<file path="config.mk">
export PLATFORM = sky130hd
export DESIGN_NAME = mtj_meter_ctrl
export DESIGN_NICKNAME = d
export VERILOG_FILES = /design/src/hdl/mtj_pkg.sv /design/src/hdl/mtj_meter_ctrl.sv /design/src/hdl/mtj_range_select.sv
export SDC_FILE = /design/constraint.sdc
export NUM_CORES = 1
export LEC_CHECK = 0
export ABC_AREA = 1
export BUFFER_PORTS_ARGS = -buffer_cell sky130_fd_sc_hd__buf_2
export CAP_MARGIN = 20
export CELL_PAD_IN_SITES_DETAIL_PLACEMENT = 2
export CELL_PAD_IN_SITES_GLOBAL_PLACEMENT = 2
export CORE_MARGIN = 2
export CORE_UTILIZATION = 33
export DETAILED_ROUTE_END_ITERATION = 8
export HOLD_SLACK_MARGIN = 0.1
export PLACE_DENSITY = 0.91
export REMOVE_ABC_BUFFERS = 1
export SLEW_MARGIN = 20
export SYNTH_ARGS = -nofsm -noshare
export SYNTH_HDL_FRONTEND = slang
export SYNTH_SLANG_ARGS = --single-unit
</file>
<file path="constraint.sdc">
create_clock -name clk_sys -period 12.8 [get_ports clk_sys]
set_input_delay 2.56 -clock clk_sys [delete_from_list [all_inputs] [get_ports clk_sys]]
set_output_delay 2.56 -clock clk_sys [all_outputs]
set_load 0.1 [all_outputs]
</file>
<file path="src/hdl/mtj_pkg.sv">
// shared constants and types for the meter trigger, range and judgment control
package mtj_pkg;

    localparam int VAL_W  = 48;
    localparam int NRANGE = 16;

    // resistance values are unsigned, in units of 10 micro-ohm
    typedef logic [VAL_W-1:0] mtj_val_t;
    typedef logic [3:0]       mtj_range_t;

    typedef enum logic [1:0] {
        ST_IDLE,
        ST_MEAS
    } mtj_state_t;

    // range index: 0=100m 1=1000m 2=3 3=10 4=100 5=300 6=1000 ohm,
    // 7=10k 8=30k 9=100k 10=300k 11=1000k 12=3M 13=10M 14=30M 15=100M
    localparam mtj_range_t RANGE_LP_MIN = 4'h1;
    localparam mtj_range_t RANGE_LP_MAX = 4'h6;
    localparam mtj_range_t RANGE_TOP    = 4'hf;
    localparam mtj_range_t RANGE_RESET  = 4'h3;

    // inclusive upper bound of each range, normal mode
    localparam mtj_val_t BOUND_NORM [NRANGE] = '{
        48'd10009,         48'd100090,         48'd300900,
        48'd1000900,       48'd10009000,       48'd30090000,
        48'd100090000,     48'd1000900000,     48'd3009000000,
        48'd10009000000,   48'd30090000000,    48'd100090000000,
        48'd300900000000,  48'd1000900000000,  48'd3009000000000,
        48'd12000000000000
    };

    // inclusive upper bound of each range, voltage limiting on
    localparam mtj_val_t BOUND_VLIM [NRANGE] = '{
        48'd10009,         48'd100090,         48'd300900,
        48'd1000900,       48'd10009000,       48'd30090000,
        48'd100090000,     48'd500900000,      48'd1509000000,
        48'd5009000000,    48'd15090000000,    48'd50090000000,
        48'd150900000000,  48'd500900000000,   48'd1509000000000,
        48'd12000000000000
    };

    // top of the 1000 ohm range in reduced-power measuring (1200.0 ohm)
    localparam mtj_val_t BOUND_LP_TOP = 48'd120000000;

    // largest offset zero adjustment may cancel (10 ohm)
    localparam mtj_val_t ZERO_LIMIT = 48'd1000000;

endpackage : mtj_pkg

</file>
<file path="src/hdl/mtj_meter_ctrl.sv">
// measurement sequencing, auto-range, zero adjust and comparator judgment
//
// Behaviour
// - internal source ignores external and remote triggers, except for storage pulses.
// - external trigger source forces automatic result memory off.
// - internal source with continuous on starts measurements back to back.
// - external source gives at most one measurement per trigger event; events arriving while one is pending merge.
// - continuous off: triggers accepted only after the host arms an acquisition.
// - thresholds entered locally select the range from reference or upper value.
// - thresholds from remote commands leave the range unchanged.
// - normal mode picks the smallest range whose bound covers the value.
// - 30.10 to 120.00 megohm selects 100 megohm, the top range.
// - voltage limiting shifts kilohm and megohm bounds down, all but the 100 megohm top.
// - reduced power offers 1000 milliohm to 1000 ohm, top up to 1200 ohm.
// - zero adjustment cancels an offset of at most 10 ohm.
// - larger offset is rejected and raises the zero-adjustment error.
// - Hi above upper, IN between limits inclusive, Lo below lower.
// - positive over-range judges Hi, negative over-range judges Lo.
// - a measurement fault yields no judgment.
// - judgments are driven only once limits have been configured.
// - edited settings apply only on confirmation; otherwise old ones stay.
// - judgment tone off after reset, sounds only when enabled.
// - comparator disabled means no judgment outputs.
// - outside zero adjustment, faults other than over-range assert the fault output.
`timescale 1ns/1ps
module mtj_meter_ctrl
    import mtj_pkg::*;
(
    input  wire logic       clk_sys,
    input  wire logic       rst_b,
    input  wire logic       externalTriggerSource,
    input  wire logic       contMeasure,
    input  wire logic       externalTriggerInput,
    input  wire logic       remoteTrig,
    input  wire logic       hostArm,
    input  wire logic       autoMemReq,
    input  wire logic       lowPower,
    input  wire logic       voltLimit,
    input  wire logic       rangeWr,
    input  wire mtj_range_t rangeVal,
    input  wire logic       compEnable,
    input  wire mtj_val_t   editUpper,
    input  wire mtj_val_t   editLower,
    input  wire mtj_val_t   editRef,
    input  wire logic       editRefMode,
    input  wire logic       editFromPanel,
    input  wire logic       editConfirm,
    input  wire logic       zeroStart,
    input  wire logic       zeroErrClr,
    input  wire logic       beepEnWr,
    input  wire logic       beepEnVal,
    input  wire logic       measDone,
    input  wire mtj_val_t   measValue,
    input  wire logic       overRangePositive,
    input  wire logic       overRangeNegative,
    input  wire logic       measFault,
    output logic            measStart,
    output logic            measBusy,
    output logic            measZero,
    output mtj_range_t      rangeSel,
    output logic            autoMemEn,
    output logic            storeTrig,
    output mtj_val_t        offsetVal,
    output logic            zeroErr,
    output logic            limitsValid,
    output logic            judgeHi,
    output logic            judgeIn,
    output logic            judgeLo,
    output logic            judgeValid,
    output logic            faultOut,
    output logic            beep
);

    typedef struct packed {
        mtj_state_t st;
        logic       sync1;
        logic       sync2;
        logic       trigPrev;
        logic       pend;
        logic       armed;
        logic       isZero;
        mtj_range_t rangeIdx;
        mtj_val_t   limHi;
        mtj_val_t   limLo;
        logic       limValid;
        mtj_val_t   offset;
        logic       zeroErr;
        logic       beepEn;
        logic       autoMem;
        logic       jHi;
        logic       jIn;
        logic       jLo;
        logic       jValid;
        logic       fault;
        logic       beep;
        logic       start;
        logic       store;
    } mtj_ctrl_t;

    localparam mtj_ctrl_t CTRL_RESET = '{
        st:       ST_IDLE,
        rangeIdx: RANGE_RESET,
        default:  '0
    };

    mtj_ctrl_t  s_reg;
    mtj_ctrl_t  s_next;
    mtj_range_t autoRange;
    mtj_val_t   adjValue;
    logic       trigEvent;
    logic       compOn;
    logic       startNorm;
    logic       isHi;
    logic       isLo;

    // threshold entry picks reference in REF% mode, upper limit otherwise
    mtj_range_select u_range (
        .value     (editRefMode ? editRef : editUpper),
        .lowPower  (lowPower),
        .voltLimit (voltLimit),
        .rangeIdx  (autoRange)
    );

    // only the synchronised copy feeds the edge detector
    assign trigEvent = (s_reg.sync2 & ~s_reg.trigPrev) | remoteTrig;
    assign compOn    = compEnable & s_reg.limValid;

    // internal source free-runs or waits for an arm; external needs a held event
    assign startNorm = externalTriggerSource ? s_reg.pend
                                             : (contMeasure | s_reg.armed);

    // offset is subtracted with a floor at zero
    assign adjValue = (measValue >= s_reg.offset) ? (measValue - s_reg.offset) : '0;

    assign isHi = overRangePositive | (~overRangeNegative & (adjValue > s_reg.limHi));
    assign isLo = ~isHi & (overRangeNegative | (adjValue < s_reg.limLo));

    always_comb begin
        s_next = s_reg;
        s_next.sync1    = externalTriggerInput;
        s_next.sync2    = s_reg.sync1;
        s_next.trigPrev = s_reg.sync2;
        s_next.start    = 1'b0;
        s_next.beep     = 1'b0;
        // storage and statistics see every trigger in either source mode
        s_next.store    = trigEvent;
        s_next.autoMem  = autoMemReq & ~externalTriggerSource;

        if (beepEnWr) begin
            s_next.beepEn = beepEnVal;
        end

        if (contMeasure) begin
            s_next.armed = 1'b0;
        end else if (hostArm) begin
            s_next.armed = 1'b1;
        end

        if (rangeWr) begin
            s_next.rangeIdx = rangeVal;
        end

        // nothing edited reaches the live limits before confirmation
        if (editConfirm) begin
            s_next.limHi    = editUpper;
            s_next.limLo    = editLower;
            s_next.limValid = 1'b1;
            if (editFromPanel) begin
                s_next.rangeIdx = autoRange;
            end
        end

        if (zeroErrClr) begin
            s_next.zeroErr = 1'b0;
        end

        case (s_reg.st)
            ST_IDLE: begin
                if (zeroStart) begin
                    s_next.st     = ST_MEAS;
                    s_next.isZero = 1'b1;
                    s_next.start  = 1'b1;
                end else if (startNorm) begin
                    s_next.st     = ST_MEAS;
                    s_next.isZero = 1'b0;
                    s_next.start  = 1'b1;
                    s_next.pend   = 1'b0;
                    // an arm arriving as the last one is consumed is kept
                    s_next.armed  = hostArm & ~contMeasure;
                    s_next.jHi    = 1'b0;
                    s_next.jIn    = 1'b0;
                    s_next.jLo    = 1'b0;
                    s_next.jValid = 1'b0;
                    s_next.fault  = 1'b0;
                end
            end
            ST_MEAS: begin
                if (measDone) begin
                    s_next.st = ST_IDLE;
                    if (s_reg.isZero) begin
                        if (!measFault && !overRangePositive && !overRangeNegative
                            && measValue <= ZERO_LIMIT) begin
                            s_next.offset = measValue;
                        end else begin
                            s_next.zeroErr = 1'b1;
                        end
                    end else begin
                        s_next.fault = measFault;
                        if (!measFault && compOn) begin
                            s_next.jHi    = isHi;
                            s_next.jLo    = isLo;
                            s_next.jIn    = ~isHi & ~isLo;
                            s_next.jValid = 1'b1;
                            s_next.beep   = s_reg.beepEn;
                        end
                    end
                end
            end
            default: begin
                s_next.st = ST_IDLE;
            end
        endcase

        // a trigger in the cycle its pending flag is consumed is kept;
        // one event is held while busy, more than one merge
        if (externalTriggerSource && trigEvent && (contMeasure || s_reg.armed)) begin
            s_next.pend = 1'b1;
        end
        if (!externalTriggerSource) begin
            s_next.pend = 1'b0;
        end

        // disabling the comparator drops any shown judgment at once
        if (!compEnable) begin
            s_next.jHi    = 1'b0;
            s_next.jIn    = 1'b0;
            s_next.jLo    = 1'b0;
            s_next.jValid = 1'b0;
            s_next.beep   = 1'b0;
        end
    end

    always_ff @(posedge clk_sys) begin
        if (!rst_b) begin
            s_reg <= CTRL_RESET;
        end else begin
            s_reg <= s_next;
        end
    end

    assign measStart   = s_reg.start;
    assign measBusy    = (s_reg.st == ST_MEAS);
    assign measZero    = s_reg.isZero;
    assign rangeSel    = s_reg.rangeIdx;
    assign autoMemEn   = s_reg.autoMem;
    assign storeTrig   = s_reg.store;
    assign offsetVal   = s_reg.offset;
    assign zeroErr     = s_reg.zeroErr;
    assign limitsValid = s_reg.limValid;
    assign judgeHi     = s_reg.jHi;
    assign judgeIn     = s_reg.jIn;
    assign judgeLo     = s_reg.jLo;
    assign judgeValid  = s_reg.jValid;
    assign faultOut    = s_reg.fault;
    assign beep        = s_reg.beep;

    logic judgeCycle;
    assign judgeCycle = measBusy && measDone && !s_reg.isZero;
endmodule : mtj_meter_ctrl

</file>
<file path="src/hdl/mtj_range_select.sv">
// automatic range choice from a reference or upper threshold value
`timescale 1ns/1ps
module mtj_range_select
    import mtj_pkg::*;
(
    input  wire mtj_val_t   value,
    input  wire logic       lowPower,
    input  wire logic       voltLimit,
    output mtj_range_t      rangeIdx
);

    logic [NRANGE-1:0] fits;
    mtj_range_t        idxLo;
    mtj_range_t        idxHi;

    genvar i;
    for (i = 0; i < NRANGE; i++) begin : g_bound
        mtj_val_t bound;
        // reduced power stretches the 1000 ohm range up to 1200 ohm
        assign bound = (lowPower && i == int'(RANGE_LP_MAX)) ? BOUND_LP_TOP :
                       (voltLimit && !lowPower) ? BOUND_VLIM[i] :
                       BOUND_NORM[i];
        assign fits[i] = (value <= bound);
    end

    assign idxLo = lowPower ? RANGE_LP_MIN : 4'h0;
    assign idxHi = lowPower ? RANGE_LP_MAX : RANGE_TOP;

    // smallest allowed range whose bound covers the value; above all, saturate
    always_comb begin
        rangeIdx = idxHi;
        for (int k = NRANGE - 1; k >= 0; k--) begin
            if (fits[k] && k >= int'(idxLo) && k <= int'(idxHi)) begin
                rangeIdx = mtj_range_t'(k);
            end
        end
    end

endmodule : mtj_range_select

</file>
==> summary.txt, run 1 <==
Outcome
  – Status: finished clean

Route
  – Post-Route WL: 84980 um
  – Detail Route Antenna Nets: 0
  – Drc violations: 0
  – Vias/cell: 5.532
  – Per-cell routed wire length: 23.80 um
  – Vias post-DR: about 20000
  – DRT iter0 DRCs: ~1200
  – DRT Pass-1 Iters: 7

Clocking
  – Root Buffer: clkbuf_16
  – Clk sinks: about 170
  – CTS tree: yes
  – CTS Hold Bufs: 0
  – Post-CTS Resized: 0
  – CTS buffer count: 17
  – Bufs on Longest Clock Path: 2
  – Setup Buffers After CTS: 0
  – Clock slew at reported path FFs: approximately 0.070 ns
  – H-tree Lvls: 4
  – Insertion delay to the later sink of the worst-skew pair: approximately 0.49 ns

Layout
  – Final nets: ~3300
  – Register Area: around 3300 um^2
  – Share of layout cells above drive strength 1: roughly 14%
  – Area Growth Syn to Fin: 13.30%
  – Largest register FFs: approximately 100
  – Post-Layout Cell Count: 3570
  – Multi-input combinational cell area: ~11000 um^2
  – Fill cells: roughly 6300
  – Design area: 19090 um^2

Place
  – Post-Place Cells: 3530
  – Worst slack, placed: between 4 and 5 ns
  – DP HPWL: ~67000 um
  – Final GP Congestion: between 0.9 and 1
  – Port bufs: roughly 280
  – Placed instance area: ~18000 um^2

Floorplan
  – Die extent in x: around 230 um
  – Rows: 82
  – Initial core utilization: between 30% and 40%
  – Ports: between 200 and 300
  – Die area: roughly 53000 um^2
  – Core area: roughly 50000 um^2
  – Die Ht: approximately 230 um

Global routing
  – Vias in the first global route: roughly 22000
  – M1 GR Usage: a little over a third
  – GRT Resource Usage Total: a little under a third
  – Routing usage on met2: about 57%
  – Met3 Usage GRT: around 4.3%
  – Overflow after GRT: 0
  – Pin count of the biggest net entering global routing: 94
  – GR peak layer: met2
  – Global-route wire length before repair: about 130000 um
  – Initial antenna violation count: 9

Logic synthesis
  – Mux cell area share after synthesis: 0%
  – Largest family of logic cells by synthesized area: simple AND/OR/NAND/NOR gates
  – Post-synth ARST share: 0%
  – XOR/XNOR Fraction of Synth Area: 0.7796%
  – Ys flop type: dfxtp_1
  – Post-synthesis adder-cell area fraction: ~16%
  – Syn Inst Count: 2688
  – Count of cell types in the netlist: 62
  – Post-synth EDFFs: 0
  – Mapped cell area: 16850 um^2
  – Yosys reg bits: ~170
  – Ys Warns: 0
  – Synth Area in Simple Gates: 29.12%
  – Post-synthesis compound-gate area fraction: about a fifth
  – Post-synthesis sequential area ratio: between 10% and 20%
  – Synth Area per Inst: 6.269 um^2

Worst setup path
  – Crit path required time: 13.22 ns
  – CP max stage delay: ~0.47 ns
  – Critical path data arrival time: 8.27 ns
  – Worst-path fanout max: 5
  – CP endpoint kind: register
  – CP max stage cell: nor3_1
  – Most frequent cell on the critical path: nand2_1
  – Setup crit start kind: input port
  – CP Class: in -> reg

Timing
  – Endpoints failing setup: 0
  – RSZ-0062 raised after global routing: false
  – Setup Skew: a little under 0.01 ns
  – Min Tclk post-route: ~7.9 ns
  – F_max: between 100 and 150 MHz
  – Final hold vios: 0
  – Final worst setup slack: 4.949 ns
  – Final max-slew violation count: 0
  – Setup TNS: 0 ns
  – Actual slew at the worst max-slew pin: 0.9443 ns
  – Fin crit share: 61.33%
  – Relative slew slack: a little under two fifths

Power
  – Pwr dens: 95.48 nW/um^2
  – Peak VDD IR: 0.1126 mV
  – Leakage power: 0.009371 uW

Flow run
  – Max Cap Viol: 0

Hold path
  – Hold crit path type: reg -> reg
[cell usage in the layout, fill, tap and decap left out, types with 20 or more instances in the layout]
master / synthesis / routed
a21oi_1: 274 / 274
a31oi_1: 20 / 20
buf_2: 5 / 282
dfxtp_1: 167 / 167
ha_1: 214 / 214
inv_1: 432 / 432
nand2_1: 526 / 525
nand2_2: 20 / 21
nand3_1: 145 / 144
nand4_1: 56 / 56
nor2_1: 245 / 245
nor3_1: 55 / 55
nor4_1: 25 / 25
o21ai_0: 184 / 184
o21ai_1: 22 / 22
[synth_stat cells, types with 12 or more instances]
cell type / n / area (um^2)
inv_1: 432 / 1622
nand3_1: 145 / 725.7
xor2_1: 13 / 113.9
o21ai_1: 22 / 110.1
a21oi_1: 274 / 1371
clkbuf_1: 48 / 180.2
o21ai_0: 184 / 920.9
nor3_1: 55 / 275.3
nand4_1: 56 / 350.3
ha_1: 214 / 2678
nor4_1: 25 / 156.4
nand2_1: 526 / 1974
a31oi_1: 20 / 125.1
nand2_2: 20 / 125.1
dfxtp_1: 167 / 3343
o21ai_2: 12 / 105.1
buf_4: 54 / 405.4
nor2_1: 245 / 919.6
or2_2: 19 / 118.9
[report_power, final]
| group | internal (uW) | switching (uW) |
|---|---|---|
| logic | 202 | 472 |
| clock network | 337 | 258 |
| registers | 544 | 10.7 |
| total | 1080 | 740 |
[critical path, delay by kind of cell]
| family | cells | cell delay (ns) |
|---|---|---|
| AOI/OAI and AO/OA | 6 | 1.32 |
| adders and majority gates | 3 | 0.84 |
| buffers and inverters | 5 | 0.48 |
| and+or+nand+nor | 21 | 3.09 |
[final cells by class]
type                       count  share of cell area [%]
multi-input combinational   1953                   58.12
tap                          672                   4.404
antenna                        8                  0.1049
clock inverter                12                  0.9044
inverter                     447                   8.814
clock buffer                  20                   2.392
timing repair buffer         291                   7.746
sequential                   167                   17.51
[per-layer routing]
metal	part of all wire, %	up-vias
met1	41	9793
met4	4.7	2
li1	-	9220
met5	0.0094	-
met2	51	545
met3	3.9	189
[cells by family (layout without fill, tap and decap cells)]
family,after synthesis,after routing
flip-flops,167,167
AO/OA/AOI/OAI,600,600
other,0,8
buffers and inverters,568,770
AND/OR/NAND/NOR,1123,1123
XOR/XNOR,15,15
adder cells (fa/ha/maj),215,215
[worst paths after layout]
check                     from     endpoint  slack [ns]  cells past startpoint
setup / recovery  measValue[0]      judgeIn        4.95                     35
hold / removal     s_next[164]  s_next[163]        0.43                      2
setup reg to reg  offsetVal[0]      judgeIn        6.76                     33
hold reg to reg    s_next[164]  s_next[163]        0.43                      2
[through the flow]
stage | total power (uW) | util [%] | hold WS [ns]
2_1_floorplan | 952.1 | - | 0.3900
3_3_place_gp | 1156 | 36.68 | 0.3951
3_5_place_dp | 1208 | 36.68 | 0.4233
4_1_cts | 1816 | 37.94 | 0.4423
5_1_grt | 1907 | 37.98 | 0.4829
6_report | 1823 | 37.98 | 0.4319
Note: power is estimated with default switching activity, not from simulation.
==> run 2, diff against run 1 <==
--- a/config.mk
+++ b/config.mk
@@ -11,10 +11,10 @@
 export CELL_PAD_IN_SITES_DETAIL_PLACEMENT = 2
 export CELL_PAD_IN_SITES_GLOBAL_PLACEMENT = 2
 export CORE_MARGIN = 2
-export CORE_UTILIZATION = 33
+export CORE_UTILIZATION = 28
 export DETAILED_ROUTE_END_ITERATION = 8
 export HOLD_SLACK_MARGIN = 0.1
-export PLACE_DENSITY = 0.91
+export PLACE_DENSITY = 0.82
 export REMOVE_ABC_BUFFERS = 1
 export SLEW_MARGIN = 20
 export SYNTH_ARGS = -nofsm -noshare
==> constraint.sdc (replaced) <==
create_clock -name clk_sys -period 6.4 [get_ports clk_sys]
set_input_delay 1.28 -clock clk_sys [delete_from_list [all_inputs] [get_ports clk_sys]]
set_output_delay 1.28 -clock clk_sys [all_outputs]
set_load 0.1 [all_outputs]
==> summary.txt, run 2 (synthesis results as in run 1) <==
Clocking
  – CTS tree: yes
  – CTS buffer count: 17
  – H-tree Lvls: 4
  – Clk sinks: roughly 170
  – Insertion delay to the later sink of the worst-skew pair: approximately 0.50 ns
  – Clock slew at reported path FFs: ~0.08 ns
  – Post-CTS Resized: 0
  – Setup Buffers After CTS: 0
  – Root Buffer: clkbuf_16
  – Bufs on Longest Clock Path: 2
  – CTS Hold Bufs: 0

Worst setup path
  – R2r setup slk: 1.12 ns
  – Most frequent cell on the critical path: nand2_1
  – CP max stage cell: fa_1
  – Setup crit start kind: input port
  – Critical path data arrival time: 6.24 ns
  – CP endpoint kind: register
  – CP Class: in -> reg
  – CP max stage delay: 0.43 ns
  – Crit path required time: approximately 6.8 ns
  – Worst-path fanout max: 5

Floorplan
  – Initial core utilization: between 20% and 30%
  – Die area: just over 60000 um^2
  – Rows: 89
  – Core area: between 50000 and 60000 um^2
  – Ports: between 200 and 300
  – Die Ht: 249.3 um
  – Die extent in x: 249.3 um

Timing
  – F_max: 172.1 MHz
  – Final max-slew violation count: 0
  – Endpoints failing setup: 0
  – Actual slew at the worst max-slew pin: between 0.9 and 1 ns
  – Setup TNS: 0 ns
  – Setup Skew: around 0.0084 ns
  – Min Tclk post-route: about 5.8 ns
  – RSZ-0062 raised after global routing: false
  – Relative slew slack: ~38%
  – Final hold vios: 0
  – Fin crit share: between 90% and 100%

Layout
  – Area Growth Syn to Fin: 15.50%
  – Largest register FFs: 101
  – Fill cells: about 7400
  – Most frequent cells in the layout: nand2_1, inv_1, buf_2, a21oi_1, nor2_1
  – Final nets: between 3000 and 4000
  – Share of layout cells above drive strength 1: 15.27%
  – Commonest non-fill, non-tap cell in the layout: nand2_1

Power
  – Leakage power: between 0.009 and 0.01 uW
  – Overall Power: between 3000 and 4000 uW
  – Pwr dens: about 190 nW/um^2
  – Peak VDD IR: about 0.22 mV

Route
  – DRT Pass-1 Iters: 5
  – Drc violations: 0
  – DRT iter0 DRCs: ~830
  – Post-Route WL: 81020 um
  – Detail Route Antenna Nets: 0
  – Vias/cell: about 5.2
  – Vias post-DR: a little under 20000
  – Per-cell routed wire length: about 22 um

Hold path
  – Hold crit path type: reg -> reg

Global routing
  – Initial antenna violation count: 4
  – Pin count of the biggest net entering global routing: between 90 and 100
  – GRT Resource Usage Total: around a quarter
  – Overflow after GRT: 0
  – Global-route wire length before repair: about 120000 um
  – Vias in the first global route: around 21000

Place
  – DP HPWL: ~68000 um
  – Port bufs: between 200 and 300
  – Final GP Congestion: just over 0.9

Flow run
  – Max Cap Viol: 0

Outcome
  – Status: finished clean
run 2: through the flow:
stage	hold WS, ns	util (%)	cells	cell area [um^2]	worst slack, ns
floorplan	0.3900	-	2567	16110	1.318
CTS	0.4523	32.84	3693	19450	0.5940
finish	0.4487	32.85	3695	19460	0.5894
global route	0.4929	32.85	3695	19460	0.02444
global placement	0.3959	31.72	3661	18790	0.4454
detailed placement	0.4380	31.72	3661	18790	0.1624
run 2: area by class of cell:
cell class                 instances  area, um^2  area share [%]
multi-input combinational       1953       11100           57.03
sequential                       167        3343           17.18
timing repair buffer             321        1704           8.755
inverter                         447        1683           8.646
tap                              773       967.2           4.969
clock buffer                      17       425.4           2.186
clock inverter                    15       235.2           1.209
antenna                            2       5.005         0.02571
run 2: report_power, final:
group / switching, uW / total (uW) / internal (uW)
clock: 544 / 1250 / 702
combinational: 911 / 1330 / 415
sequential: 18.2 / 1110 / 1090
total: 1470 / 3680 / 2200
run 2: critical path, delay by kind of cell:
family / cells / cell delay (ns)
AOI/OAI and AO/OA: 6 / 1.13
adders and majority gates: 3 / 0.90
buffers and inverters: 6 / 0.48
and+or+nand+nor: 21 / 2.44
run 2: final timing paths:
kind / from / endpoint / cells after the start
setup reg to reg: offsetVal[2] / judgeIn / 30
hold / removal: s_next[164] / s_next[163] / 2
setup / recovery: measValue[0] / judgeIn / 36
hold reg to reg: s_next[164] / s_next[163] / 2
run 2: metal layers:
metal | global-route usage (%) | wire length [um] | part of all wire [%]
met1 | 31.90 | 35650 | 44
met2 | 46.57 | 40550 | 50
met3 | 2.706 | 2203 | 2.7
met4 | 9.449 | 2611 | 3.2
met5 | 0 | 0 | 0
==> run 3, diff against run 2 <==
--- a/config.mk
+++ b/config.mk
@@ -15,7 +15,6 @@
 export DETAILED_ROUTE_END_ITERATION = 8
 export HOLD_SLACK_MARGIN = 0.1
 export PLACE_DENSITY = 0.82
-export REMOVE_ABC_BUFFERS = 1
 export SLEW_MARGIN = 20
 export SYNTH_ARGS = -nofsm -noshare
 export SYNTH_HDL_FRONTEND = slang
==> summary.txt, run 3 (synthesis results as in run 1) <==
Route
  – Post-Route WL: about 84000 um
  – Vias post-DR: between 15000 and 20000
  – DRT Pass-1 Iters: 5
  – Per-cell routed wire length: ~23 um
  – Vias/cell: 5.279
  – Drc violations: 0
  – Detail Route Antenna Nets: 0
  – DRT iter0 DRCs: 891

Worst setup path
  – WP buf/inv: 5
  – Largest delay share family, worst path: simple AND/OR/NAND/NOR gates
  – Setup crit start kind: input port
  – R2r setup slk: 1.36 ns
  – CP Class: in -> reg
  – Most frequent cell on the critical path: nand2_1
  – CP max stage delay: ~0.43 ns
  – CP endpoint kind: register
  – Worst-path fanout max: 5
  – Crit path required time: about 6.8 ns
  – CP max stage cell: fa_1
  – R2R Path Start: offsetVal[2]
  – Critical path data arrival time: 5.99 ns
  – Setup crit start: measValue[0]

Hold path
  – Hold path start: s_next[164]
  – Hold crit path type: reg -> reg

Timing
  – Final hold vios: 0
  – Final max-slew violation count: 0
  – Min Tclk post-route: around 5.6 ns
  – Setup Skew: between 0.015 and 0.02 ns
  – RSZ-0062 raised after global routing: false
  – Actual slew at the worst max-slew pin: 0.9544 ns
  – Hold WS: approximately 0.43 ns
  – Endpoints failing setup: 0
  – Fin crit share: 87.14%
  – Setup TNS: 0 ns
  – F_max: 179.3 MHz
  – Relative slew slack: 36.22%

Power
  – Peak VDD IR: between 0.2 and 0.25 mV
  – Leakage power: between 0.009 and 0.01 uW
  – Pwr dens: roughly 190 nW/um^2

Clocking
  – CTS buffer count: 17
  – H-tree Lvls: 4
  – Setup Buffers After CTS: 0
  – Root Buffer: clkbuf_16
  – Clock slew at reported path FFs: approximately 0.080 ns
  – Insertion delay to the later sink of the worst-skew pair: between 0.4 and 0.5 ns
  – Clk sinks: between 150 and 200
  – Bufs on Longest Clock Path: 2
  – Post-CTS Resized: 0
  – CTS tree: yes
  – CTS Hold Bufs: 0

Global routing
  – GRT Resource Usage Total: a little over a quarter
  – Pin count of the biggest net entering global routing: 87
  – Vias in the first global route: roughly 21000
  – Global-route wire length before repair: about 130000 um
  – Initial antenna violation count: 5
  – Overflow after GRT: 0

Floorplan
  – Rows: 89
  – Die extent in x: about 250 um
  – Ports: roughly 280
  – Core area: 59240 um^2
  – Initial core utilization: between 20% and 30%
  – Die area: just over 60000 um^2
  – Die Ht: 249.3 um

Layout
  – Final nets: between 3000 and 4000
  – Most frequent cells in the layout: nand2_1, inv_1, buf_2, a21oi_1, nor2_1
  – Largest register FFs: roughly 100
  – Share of layout cells above drive strength 1: between 10% and 20%
  – Area Growth Syn to Fin: 14.59%
  – Commonest non-fill, non-tap cell in the layout: nand2_1
  – Fill cells: approximately 7300

Place
  – DP HPWL: approximately 70000 um
  – Final GP Congestion: approximately 1.0
  – Port bufs: around 280

Flow run
  – Max Cap Viol: 0

Outcome
  – Status: finished clean

Logic synthesis
  – Post-Syn Nets: 3122
[run 3: where the power goes]
group / total (uW) / switching (uW) / internal, uW / leakage [uW]
Combinational: 1340 / 932 / 406 / 0.00776
Clock: 1140 / 538 / 604 / 0.000301
Sequential: 1110 / 19.3 / 1090 / 0.00137
Total: 3590 / 1490 / 2100 / 0.00944
[run 3: path summary, 6_finish.rpt]
path	to	cells past startpoint
hold / removal	s_next[163]	2
hold reg to reg	s_next[163]	2
setup reg to reg	judgeIn	30
setup / recovery	judgeIn	34
[run 3: final cells by class]
class | instances | area, um^2 | share of cell area, %
antenna | 3 | 7.507 | 0.03888
clock buffer | 18 | 439.2 | 2.274
clock inverter | 14 | 178.9 | 0.9266
inverter | 447 | 1683 | 8.715
multi-input combinational | 1953 | 11090 | 57.45
sequential | 167 | 3343 | 17.31
tap | 773 | 967.2 | 5.009
timing repair buffer | 305 | 1597 | 8.268
[run 3: tightest hold or removal path: cells and delay by family (launching register included)]
family / cells / cell delay, ns
buffers and inverters: 1 / 0.04
flip-flops: 1 / 0.31
AND/OR/NAND/NOR: 1 / 0.05
[run 3: metal layers]
| layer | vias up | global-route usage, % | wire length, um |
|---|---|---|---|
| met2 | 419 | 48.40 | 42250 |
| met1 | 9617 | 31.55 | 35750 |
| met4 | 0 | 13.56 | 4054 |
| li1 | 9240 | - | - |
| met5 | - | 0 | 0 |
| met3 | 151 | 2.393 | 2378 |
[run 3: stage by stage]
step                      instances  utilization, %  instance area, um^2  power [uW]  worst slack [ns]
after floorplan                2688               -                16850        1935             1.326
after global placement         3645           31.54                18680        2360            0.5173
after detailed placement       3645           31.54                18680        2437            0.3369
after CTS                      3677           32.58                19300        3608            0.8258
after global routing           3680           32.59                19310        3792            0.2101
final                          3680           32.59                19310        3587            0.8228
